==> config.mk <==
export PLATFORM = sky130hd
export DESIGN_NAME = outlet_linkage_relay_ctrl
export DESIGN_NICKNAME = d
export VERILOG_FILES = /design/src/common/outlet_pkg.sv /design/src/logic/outlet_linkage_relay_ctrl.sv
export SDC_FILE = /design/constraint.sdc
export NUM_CORES = 2
export LEC_CHECK = 0
export ABC_CLOCK_PERIOD_IN_PS = 30800
export BUFFER_PORTS_ARGS = -buffer_cell sky130_fd_sc_hd__buf_2
export CAP_MARGIN = 0
export CORE_MARGIN = 10
export CORE_UTILIZATION = 40
export CTS_CLUSTER_DIAMETER = 100
export DETAILED_ROUTE_END_ITERATION = 8
export HOLD_SLACK_MARGIN = 0.08
export SYNTH_ARGS = -nofsm -noshare
export SYNTH_HDL_FRONTEND = slang
export SYNTH_SLANG_ARGS = --single-unit
==> constraint.sdc <==
create_clock -name clock_i -period 30.8 [get_ports clock_i]
set_clock_uncertainty 0.1 [all_clocks]
set_input_delay 3.08 -clock clock_i [delete_from_list [all_inputs] [get_ports clock_i]]
set_output_delay 3.08 -clock clock_i [all_outputs]
set_load 0.005 [all_outputs]
==> src/common/outlet_pkg.sv <==
// Constants, types and register map of the outlet linkage relay controller
package outlet_pkg;
	localparam int DATA_W = 32;
	localparam int ADDR_W = 4;
	localparam int CAP_W = 28;
	localparam int SUM_W = CAP_W + 4;
	localparam int CLK_PERIOD_NS = 8;
	localparam int NS_PER_MS = 1000000;
	localparam int TICK_MS = 20;
	localparam int TIMEOUT_MS = 200;
	localparam int WDT_MS = 1000;
	localparam int TICKS_TO_TIMEOUT = TIMEOUT_MS / TICK_MS;
	localparam int TICK_CYC_DEF = TICK_MS * NS_PER_MS / CLK_PERIOD_NS;
	localparam int WDT_CYC_DEF = WDT_MS * NS_PER_MS / CLK_PERIOD_NS;
	localparam int SAMPLES_DEF = 10;
	localparam int TRIM_SHIFT_DEF = 3;
	// Start-up configuration byte; the enable bit starts the watchdog
	localparam logic [7:0] WDT_OPTION = 8'hef;
	localparam int WDT_EN_BIT = 5;
	localparam logic [DATA_W-1:0] WDT_KICK_KEY = 32'h0000_00ac;
	// Interval (in clock cycles) that corresponds to the 30 W load level
	localparam logic [CAP_W-1:0] THRESH_30W_DEF = 28'h013_12d0;
	localparam logic [ADDR_W-1:0] REG_THRESH = 4'h0;
	localparam logic [ADDR_W-1:0] REG_STATUS = 4'h1;
	localparam logic [ADDR_W-1:0] REG_RESULT = 4'h2;
	localparam logic [ADDR_W-1:0] REG_LAST = 4'h3;
	localparam logic [ADDR_W-1:0] REG_WDT = 4'h4;
	localparam int ST_TIMEOUT = 0;
	localparam int ST_SLAVE_FLAG = 1;
	localparam int ST_SLAVE = 2;
	localparam int ST_MASTER = 3;
	localparam int ST_WDT = 4;
	localparam int ST_VALID = 5;
	localparam int ST_STATE = 8;
	typedef enum logic [5:0] {
		S_INIT = 6'h01,
		S_IDLE = 6'h02,
		S_CHECK = 6'h04,
		S_MEAS = 6'h08,
		S_SLAVE = 6'h10,
		S_EXC = 6'h20
	} state_t;
	typedef struct packed {
		logic [ADDR_W-1:0] addr;
		logic [DATA_W-1:0] wdata;
		logic wr;
		logic rd;
	} bus_req_t;
endpackage

==> src/logic/outlet_linkage_relay_ctrl.sv <==
// Outlet linkage relay controller: pulse interval filter, timeout and relay sequencer
//
// The register offsets and the strobed register port were left to the implementer.
`timescale 1ns/100ps
module outlet_linkage_relay_ctrl
	import outlet_pkg::*;
#(
	parameter int TICK_CYC = TICK_CYC_DEF,
	parameter int WDT_CYC = WDT_CYC_DEF,
	parameter int SAMPLES = SAMPLES_DEF,
	parameter int TRIM_SHIFT = TRIM_SHIFT_DEF,
	parameter logic [CAP_W-1:0] THRESH_DEF = THRESH_30W_DEF
)(
	input wire logic clock_i,
	input wire logic rst_i,
	input wire logic meter_pulse_i,
	input wire bus_req_t bus_i,
	output logic [DATA_W-1:0] rdata_o,
	output logic slave_relay_drive_o,
	output logic master_relay_drive_o
);
	localparam int IDX_W = $clog2(SAMPLES);
	localparam int FILL_W = $clog2(SAMPLES + 1);
	localparam int QCNT_W = $clog2(TICKS_TO_TIMEOUT + 1);
	localparam logic [FILL_W-1:0] FILL_FULL = FILL_W'(SAMPLES);
	localparam logic [IDX_W-1:0] IDX_LAST = IDX_W'(SAMPLES - 1);
	localparam logic [QCNT_W-1:0] QCNT_LIMIT = QCNT_W'(TICKS_TO_TIMEOUT);
	localparam logic [31:0] TICK_LAST = 32'(TICK_CYC - 1);
	localparam logic [31:0] WDT_LAST = 32'(WDT_CYC - 1);
	localparam logic [CAP_W-1:0] CAP_MAX = '1;
	// Enable is fixed at start-up like a configuration byte; software cannot stop the watchdog
	localparam logic WDT_ON = WDT_OPTION[WDT_EN_BIT];

	// Trimming drops one maximum and one minimum, the rest must divide by a shift
	if (SAMPLES - 2 != (1 << TRIM_SHIFT)) begin : g_bad_samples
		$error("SAMPLES must equal two plus a power of two given by TRIM_SHIFT");
	end
	if (TICK_CYC < 2 || WDT_CYC < 2) begin : g_bad_counts
		$error("TICK_CYC and WDT_CYC must be at least two");
	end

	// The sum is only a few bits wider than one sample
	if (SAMPLES > (1 << (SUM_W - CAP_W))) begin : g_bad_sum
		$error("SAMPLES too large for the interval sum width");
	end

	// A quiet period beyond the capture range would let intervals saturate unseen
	if (longint'(TICK_CYC) * TICKS_TO_TIMEOUT > longint'(CAP_MAX)) begin : g_bad_quiet
		$error("Quiet period must fit the interval counter range");
	end

	state_t state;
	logic clear_work;
	logic pulse_meta;
	logic pulse_sync;
	logic pulse_prev;
	logic pulse_rise;
	logic [31:0] tick_cnt;
	logic tick;
	logic [QCNT_W-1:0] quiet_cnt;
	logic sup_timeout;
	logic [CAP_W-1:0] interval_cnt;
	logic armed;
	logic [CAP_W-1:0] samples [SAMPLES];
	logic [IDX_W-1:0] wr_idx;
	logic [FILL_W-1:0] fill;
	logic [CAP_W-1:0] last_interval;
	logic [SUM_W-1:0] sum;
	logic [CAP_W-1:0] smax;
	logic [CAP_W-1:0] smin;
	logic [SUM_W-1:0] trimmed;
	logic [CAP_W-1:0] filt_result;
	logic result_valid;
	logic timeout_flag;
	logic slave_flag;
	logic [CAP_W-1:0] threshold;
	logic [31:0] wdt_cnt;
	logic wdt_expire;
	logic wdt_flag;
	logic wdt_kick;
	logic [DATA_W-1:0] status_word;

	assign clear_work = (state == S_INIT) || (state == S_EXC);
	// A key, not any write, restarts the watchdog, so a stray write cannot hide a hang
	assign wdt_kick = bus_i.wr && (bus_i.addr == REG_WDT) && (bus_i.wdata == WDT_KICK_KEY);

	// The meter pulse is asynchronous; only the second stage is looked at
	always_ff @(posedge clock_i) begin
		if (rst_i) begin
			pulse_meta <= 1'b0;
			pulse_sync <= 1'b0;
			pulse_prev <= 1'b0;
		end else begin
			pulse_meta <= meter_pulse_i;
			pulse_sync <= pulse_meta;
			pulse_prev <= pulse_sync;
		end
	end
	// Previous stage resets low like the idle line, so no false edge follows reset
	assign pulse_rise = pulse_sync && !pulse_prev;

	// Tick divider from the single system clock
	// Restarted by reinit so the quiet count begins from a whole tick period
	always_ff @(posedge clock_i) begin
		if (rst_i || clear_work) begin
			tick_cnt <= '0;
			tick <= 1'b0;
		end else if (tick_cnt == TICK_LAST) begin
			tick_cnt <= '0;
			tick <= 1'b1;
		end else begin
			tick_cnt <= tick_cnt + 32'h0000_0001;
			tick <= 1'b0;
		end
	end

	// Ticks without a pulse; a pulse restarts the count
	always_ff @(posedge clock_i) begin
		if (rst_i || clear_work) begin
			quiet_cnt <= '0;
		end else if (pulse_rise) begin
			quiet_cnt <= '0;
		end else if (tick && quiet_cnt != QCNT_LIMIT) begin
			quiet_cnt <= quiet_cnt + QCNT_W'(1);
		end
	end
	assign sup_timeout = (quiet_cnt == QCNT_LIMIT);

	// Interval capture: the first edge only arms, later edges store a sample
	always_ff @(posedge clock_i) begin
		if (rst_i || clear_work) begin
			interval_cnt <= '0;
			armed <= 1'b0;
			wr_idx <= '0;
			fill <= '0;
			last_interval <= '0;
		end else if (pulse_rise) begin
			interval_cnt <= '0;
			armed <= 1'b1;
			if (armed) begin
				last_interval <= interval_cnt;
				wr_idx <= (wr_idx == IDX_LAST) ? '0 : wr_idx + IDX_W'(1);
				if (fill != FILL_FULL) begin
					fill <= fill + FILL_W'(1);
				end
			end
		end else if (sup_timeout) begin
			// Samples older than the quiet period describe a load that is gone
			interval_cnt <= '0;
			armed <= 1'b0;
			fill <= '0;
			// Saturate rather than wrap, so a very slow meter reads as low power
		end else if (interval_cnt != CAP_MAX) begin
			interval_cnt <= interval_cnt + CAP_W'(1);
		end
	end

	// Sample store kept in a plain array, written round robin
	always_ff @(posedge clock_i) begin
		if (pulse_rise && armed && !rst_i && !clear_work) begin
			samples[wr_idx] <= interval_cnt;
		end
	end

	// Trimmed mean over the full window
	// Unwritten slots are never used: the compare waits for a full window
	always_comb begin
		sum = '0;
		smax = '0;
		smin = CAP_MAX;
		for (int i = 0; i < SAMPLES; i++) begin
			sum = sum + SUM_W'(samples[i]);
			if (samples[i] > smax) begin
				smax = samples[i];
			end
			if (samples[i] < smin) begin
				smin = samples[i];
			end
		end
		trimmed = (sum - SUM_W'(smax) - SUM_W'(smin)) >> TRIM_SHIFT;
	end

	// Sequencer; a watchdog expiry is handled like a corrupted state
	always_ff @(posedge clock_i) begin
		if (rst_i) begin
			state <= S_INIT;
		end else if (wdt_expire) begin
			state <= S_EXC;
		end else begin
			unique case (state)
				S_INIT: begin
					state <= S_IDLE;
				end
				S_IDLE: begin
					state <= S_CHECK;
				end
				S_CHECK: begin
					// A quiet meter skips the filter, so stale samples never reach the relay
					state <= sup_timeout ? S_SLAVE : S_MEAS;
				end
				S_MEAS: begin
					state <= S_SLAVE;
				end
				S_SLAVE: begin
					state <= S_IDLE;
				end
				S_EXC: begin
					state <= S_IDLE;
				end
				default: begin
					// Any code outside the one-hot set is treated as corruption
					state <= S_EXC;
				end
			endcase
		end
	end

	// Timeout flag is taken in the check state only
	always_ff @(posedge clock_i) begin
		if (rst_i || clear_work) begin
			timeout_flag <= 1'b0;
		end else if (state == S_CHECK) begin
			timeout_flag <= sup_timeout;
		end
	end

	// Short intervals mean high power: above threshold when interval is below
	always_ff @(posedge clock_i) begin
		if (rst_i || clear_work) begin
			slave_flag <= 1'b0;
			filt_result <= '0;
			result_valid <= 1'b0;
		end else if (sup_timeout) begin
			// Samples are being discarded, so the last verdict must not outlive them
			slave_flag <= 1'b0;
		end else if (state == S_MEAS && fill == FILL_FULL) begin
			filt_result <= trimmed[CAP_W-1:0];
			result_valid <= 1'b1;
			slave_flag <= (trimmed[CAP_W-1:0] < threshold);
		end
	end

	// Relay drives; the slave relay is set only in the slave-control state and cleared in the init and exception states
	always_ff @(posedge clock_i) begin
		if (rst_i) begin
			slave_relay_drive_o <= 1'b0;
			master_relay_drive_o <= 1'b0;
		end else begin
			if (clear_work) begin
				slave_relay_drive_o <= 1'b0;
				// Master outlet stays powered from here on; only reset takes it down
				master_relay_drive_o <= 1'b1;
			end else if (state == S_SLAVE) begin
				slave_relay_drive_o <= slave_flag && !timeout_flag;
			end
		end
	end

	// Watchdog runs from reset release whenever the configuration enables it
	always_ff @(posedge clock_i) begin
		if (rst_i) begin
			wdt_cnt <= '0;
			wdt_expire <= 1'b0;
		end else if (!WDT_ON || wdt_kick) begin
			wdt_cnt <= '0;
			wdt_expire <= 1'b0;
		end else if (wdt_cnt == WDT_LAST) begin
			wdt_cnt <= '0;
			wdt_expire <= 1'b1;
		end else begin
			wdt_cnt <= wdt_cnt + 32'h0000_0001;
			wdt_expire <= 1'b0;
		end
	end

	// Sticky expiry flag; a new expiry beats a kick in the same cycle
	always_ff @(posedge clock_i) begin
		if (rst_i) begin
			wdt_flag <= 1'b0;
		end else if (wdt_expire) begin
			wdt_flag <= 1'b1;
		end else if (wdt_kick) begin
			wdt_flag <= 1'b0;
		end
	end

	// Threshold register
	always_ff @(posedge clock_i) begin
		if (rst_i) begin
			threshold <= THRESH_DEF;
		end else if (bus_i.wr && bus_i.addr == REG_THRESH) begin
			threshold <= bus_i.wdata[CAP_W-1:0];
		end
	end

	// Snapshot of flags and state; reading clears nothing
	always_comb begin
		status_word = '0;
		status_word[ST_TIMEOUT] = timeout_flag;
		status_word[ST_SLAVE_FLAG] = slave_flag;
		status_word[ST_SLAVE] = slave_relay_drive_o;
		status_word[ST_MASTER] = master_relay_drive_o;
		status_word[ST_WDT] = wdt_flag;
		status_word[ST_VALID] = result_valid;
		status_word[ST_STATE +: 6] = state;
	end

	// Read data stands only in the cycle after the strobe, zero otherwise
	always_ff @(posedge clock_i) begin
		if (rst_i || !bus_i.rd) begin
			rdata_o <= '0;
		end else begin
			unique case (bus_i.addr)
				REG_THRESH: rdata_o <= DATA_W'(threshold);
				REG_STATUS: rdata_o <= status_word;
				REG_RESULT: rdata_o <= DATA_W'(filt_result);
				REG_LAST: rdata_o <= DATA_W'(last_interval);
				default: rdata_o <= '0;
			endcase
		end
	end
endmodule

## Word level (Yosys, flattened, before mapping)

Memory sizes are Yosys's and may differ from the RTL's.
Index checks and enable logic that the tools add are counted.

| cells by class | value |
|---|---|
| add/subtract/negate cells | 17 |
| order comparisons | 21 |
| eq/ne operators | 21 |
| mux-type cells | 37 |
| bitwise logic cells | 1 |
| reductions and logical operators | 33 |

Operators by type and width:

| cell | number |
|---|---|
| $mux W28 | 20 |
| $lt A28 B28 Y1 | 10 |
| $gt A28 B28 Y1 | 9 |
| $add A31 B28 Y31 | 6 |
| $pmux W28 S4 | 1 |
| $add A32 B1 Y32 const B | 2 |
| $sub A31 B28 Y31 | 2 |
| $eq A32 B22 Y1 const B | 1 |
| $eq A32 B27 Y1 const B | 1 |
| $eq A32 B8 Y1 const B | 1 |
| $add A30 B28 Y31 | 1 |
| $add A29 B28 Y30 | 1 |
| $add A28 B28 Y29 | 1 |
| $add A28 B1 Y28 const B | 1 |
| $gt A28 B1 Y1 const B | 1 |
| $lt A28 B28 Y1 const B | 1 |
| $ne A28 B28 Y1 const B | 1 |
| $pmux W6 S4 | 1 |
| $mux W4 | 5 |
| $add A4 B1 Y4 const B | 3 |
| $eq A4 B4 Y1 const B | 3 |
| $reduce_or A2 Y1 | 6 |
| $logic_and A1 B1 Y1 | 10 |
| $reduce_or A3 Y1 | 3 |
| 21 further kinds | 39 |

| word-level totals | value |
|---|---|
| flip-flop bits (word level) | 238 |
| RAM bits | 280 |
| output and inout bits | 34 |
| memories | 1 |

Memories:

| name | depth | width | read ports | clocked after memory_dff | write ports | RTL line | RTL |
|---|---|---|---|---|---|---|---|
| samples | 10 | 28 | 10 | 0 | 1 | outlet_linkage_relay_ctrl.sv:64 | `logic [CAP_W-1:0] samples [SAMPLES];` |

## Longest topological paths before layout

An unclocked memory read counts as a cell.

| depth | value |
|---|---|
| word-level depth | 24 |
| mapped depth | 198 |
| gate-level depth less buffers | 185 |

## Least setup slack after synthesis

OpenSTA, ideal clock, no wires.

| timing path | value |
|---|---|
| path type | register to register |
| start point | mem samples[1][14] |
| end point | reg slave_flag |
| setup time | 0.078 ns |
| arrival time | 32.169 ns |
| setup slack | -1.547 ns |
| cell stages (with the launch flop) | 176 |
| buffers on the path | 17 |
| path through | edfxtp_1 -> ha_1 -> nand4_1 -> or4_4 -> a21oi_1 -> nor4_2 -> nor2_1 -> clkbuf_1 -> mux2i_1 -> ha_1 -> a21o_1 -> a21o_1 -> a21o_1 -> a21oi_1 -> nand3_1 -> a31oi_1 -> o221ai_1 -> and3b_1 -> [140 not listed] -> o21ai_0 -> nand2b_1 -> a21oi_1 -> o21bai_1 -> a21oi_1 -> o21bai_1 -> a21oi_1 -> o21bai_1 -> a21oi_1 -> o21bai_1 -> a21oi_1 -> xnor2_1 -> ha_1 -> nand4_1 -> nor2_1 -> a221oi_1 -> mux2i_1 -> nor3_1 |

RTL lines:

| what | RTL line | RTL |
|---|---|---|
| from (decl) | outlet_linkage_relay_ctrl.sv:64 |  |
| to (signal assigned) | outlet_linkage_relay_ctrl.sv:239 | `slave_flag <= (trimmed[CAP_W-1:0] < threshold);` |
| to (decl) | outlet_linkage_relay_ctrl.sv:75 | `logic slave_flag;` |

==> impl_metrics.env <==
export IMPL_yosysTopAreaCellShare=0.181
export IMPL_r2r_start="samples[1][5]$_DFFE_PP_"
export IMPL_internal_power_w=0.00299
export IMPL_synth_seq_area_share=0.282
export IMPL_fillerInstances=10642
export IMPL_drt_pass1_iterations=6
export IMPL_viasPerCell=5.44
export IMPL_rsz0062_at_grt="yes"
export IMPL_p_seq_frac=0.139
export IMPL_wirelength_mm=168
export IMPL_ff2ff_setup_slack_ps=310
export IMPL_critPathLaunchType="flip-flop"
export IMPL_start_util=0.402
export IMPL_clkPwrFrac=0.152
export IMPL_setup_viol=0
export IMPL_dieWidth_um=361
export IMPL_final_nets=6843
export IMPL_globalplace_congestion=1.02
export IMPL_postRouteAntennaNets=0
export IMPL_pwr_share_comb=0.709
export IMPL_clk_root_buffer_cell="clkbuf_16"
export IMPL_finalCriticalPeriod_ps=30490
export IMPL_reg2reg_depth=163
export IMPL_cap_viol_max_count=0
export IMPL_grtUsageMet1=0.345
export IMPL_drive_above_1_share=0.266
export IMPL_hold_path_endpoint="pulse_sync$_SDFF_PP0_"
export IMPL_worstSetupPathType="reg2reg"
export IMPL_p_leak_nw=28.0
export IMPL_slew_headroom=0.158
export IMPL_clk_latency_ps=680
export IMPL_core_area_mm2=0.116
export IMPL_hold_ws_ps=336
export IMPL_p_sw_w=0.00223
export IMPL_yosysWarnings=0
export IMPL_post_route_period_util=0.990
export IMPL_die_area_mm2=0.130
export IMPL_grt_overflow_total=0
export IMPL_cts_buffer_depth=3
export IMPL_drcViolationCount=0
export IMPL_power_switching_share=0.428
export IMPL_antenna_found_initial=4
export IMPL_ys_types=111
export IMPL_synth_flop_cell="edfxtp_1"
export IMPL_ioPinCount=75
export IMPL_finalPower_w=0.00522
export IMPL_worst_r2r_endpoint="slave_flag$_SDFFE_PP0P_"
export IMPL_startpoint="samples[1][5]$_DFFE_PP_"
export IMPL_grt_busiest_layer="met2"
export IMPL_cts_reportedPaths_clkPinSlew_ps=70
export IMPL_diodes=0
export IMPL_yosys_area_top_type="edfxtp_1"
export IMPL_critical_path_required_ps=31310
export IMPL_num_rows=125
export IMPL_drv_slew=0
export IMPL_max_stage_delay_ps=580
export IMPL_worst_pin_slew_ps=1260
export IMPL_drt_wirelength_per_cell_um=22.1
export IMPL_syn_instance_count=5113
export IMPL_syn_area_mm2=0.0465
export IMPL_vias=41115
export IMPL_use_met2=0.382
export IMPL_setup_tns_ps=0
export IMPL_powerDensity_mw_per_mm2=87.8
export IMPL_grt_max_degree=77
export IMPL_hp_class="reg2reg"
export IMPL_hp_start="pulse_meta$_SDFF_PP0_"
export IMPL_synth_area_leaders="edfxtp_1 (18%), ha_1 (14%), fa_1 (12%), dfxtp_1 (10%), inv_1 (6.0%)"
export IMPL_cts_htree_levels=2
export IMPL_cts_inserted_buffers=61
export IMPL_critical_path_slowest_cell="or4_4"
export IMPL_io_buffers=70
export IMPL_synth_edff_count=280
export IMPL_clock_sinks=514
export IMPL_ys_ff_latch=514
export IMPL_fmax_mhz=32.8
export IMPL_grt_pass1_vias=39943
export IMPL_drt_iter0_markers=3474
export IMPL_critPathMaxFanout=7
export IMPL_cp_top_family="compound AO/OA/AOI/OAI gates"
export IMPL_whs_path_depth=1
export IMPL_hold_viol_final=0
export IMPL_crit_path_end_kind="flip-flop"
export IMPL_max_vdd_ir_drop_mv=0.190
export IMPL_critical_path_buf_inv_count=31
export IMPL_grt_use_met3=0.0447
export IMPL_die_h_um=361
export IMPL_cts_tree="yes"
export IMPL_hold_buffers=0
export IMPL_area_growth_pct=27.9
export IMPL_dp_hpwl_mm=133
export IMPL_arrival_ps=31000
export IMPL_grt_pass1_wl_mm=249
export IMPL_status="complete, no violations"
export IMPL_ys_async_sr_fraction=0
export IMPL_grt_usage=0.247
export IMPL_syn_area_per_cell_um2=9.09
[per-stage QoR]
| stage | setup slack, ps | util | cell area, um2 | instances |
|---|---|---|---|---|
| 5_1_grt | -1010 | 0.514 | 59500 | 7564 |
| 3_5_place_dp | -1940 | 0.469 | 54300 | 7330 |
| 6_report | 312 | 0.514 | 59500 | 7564 |
| 4_1_cts | 5.70 | 0.496 | 57400 | 7503 |
| 3_3_place_gp | -1690 | 0.469 | 54300 | 7330 |
| 2_1_floorplan | 2.96 | - | 46600 | 5116 |
[area by class of cell]
cell class                      instances  area [um2]  share of cell area
Tap cell                             1524        1910              0.0321
Timing Repair Buffer                  971        7580               0.127
Clock buffer                           72        1660              0.0279
Sequential cell                       514       13100               0.220
Multi-Input combinational cell       3693       31900               0.536
Clock inverter                         43         544             0.00915
Inverter                              747        2800              0.0472
[kinds of logic (layout without fill, tap and decap cells)]
group | count (synthesis) | in the layout | share of synthesized area
and+or+nand+nor | 1486 | 1486 | 0.156
AOI/OAI and AO/OA | 971 | 971 | 0.129
buffers and inverters | 909 | 1833 | 0.0746
adders and majority gates | 817 | 817 | 0.265
DFF | 514 | 514 | 0.282
muxes | 296 | 296 | 0.0715
xor gates and xnor gates | 119 | 119 | 0.0224
other | 1 | 4 | 0.0000807
[power groups by stage]
| stage | clock network [W] | logic, W | registers, W |
|---|---|---|---|
| after global placement | 0 | 0.00315 | 0.000740 |
| after global routing | 0.000831 | 0.00401 | 0.000725 |
| after CTS | 0.000806 | 0.00342 | 0.000724 |
| after floorplan | 0 | 0.00170 | 0.000737 |
| final | 0.000793 | 0.00370 | 0.000725 |
| after detailed placement | 0 | 0.00318 | 0.000739 |
[synthesized netlist by cell type (108+ instances only)]
cell,n
mux2i_1,138
edfxtp_1,280
fa_1,278
mux2_2,137
nand4_1,108
clkbuf_1,130
o21ai_0,209
inv_1,747
ha_1,536
dfxtp_1,234
nor2b_1,109
nand2_1,410
a21oi_1,396
nor2_1,385
[repair_timing]
item / in CTS / in global routing
setup buffers: 57 / 58
endpoints found under the setup margin: 10 / 16
pin swaps: 58 / 182
resized for setup: 135 / 347
cloned: 1 / 7
[layer usage]
metal | part of all wire | vias up
met2 | 0.44 | 1476
met3 | 0.078 | 287
met1 | 0.44 | 19911
li1 | - | 19439
met4 | 0.041 | 2
met5 | 0.000078 | -
[registers in the layout (all words and copies together) (netlist names), 6 cells and up]
signal and flops:
filt_result 28, interval_cnt 28, last_interval 28, rdata_o 28
samples 280, state 6, threshold 28, tick_cnt 32
wdt_cnt 32
[worst max-delay path by stage]
stage	slack, ps	cells after the start	to
6_report	310	163	slave_flag$_SDFFE_PP0P_
5_1_grt	-1010	171	slave_flag$_SDFFE_PP0P_
4_1_cts	6	170	slave_flag$_SDFFE_PP0P_
3_5_place_dp	-1940	162	slave_flag$_SDFFE_PP0P_
3_3_place_gp	-1690	159	slave_flag$_SDFFE_PP0P_
2_1_floorplan	3	173	slave_flag$_SDFFE_PP0P_
[cells in the final DEF, fill, tap and decap left out, types with 70 or more instances in the layout]
cell / n
a21o_1: 81
a21oi_2: 85
nand2b_1: 80
dfxtp_1: 234
buf_2: 70
ha_1: 502
nand4_1: 108
mux2_2: 122
nand2_1: 400
buf_4: 848
o21ai_0: 129
nand3_1: 101
nor3_1: 85
mux2i_1: 109
inv_1: 730
edfxtp_1: 280
nor2b_1: 107
nor2_1: 361
fa_1: 269
a21oi_1: 306
No activity file was read; power rests on OpenSTA's default activity.
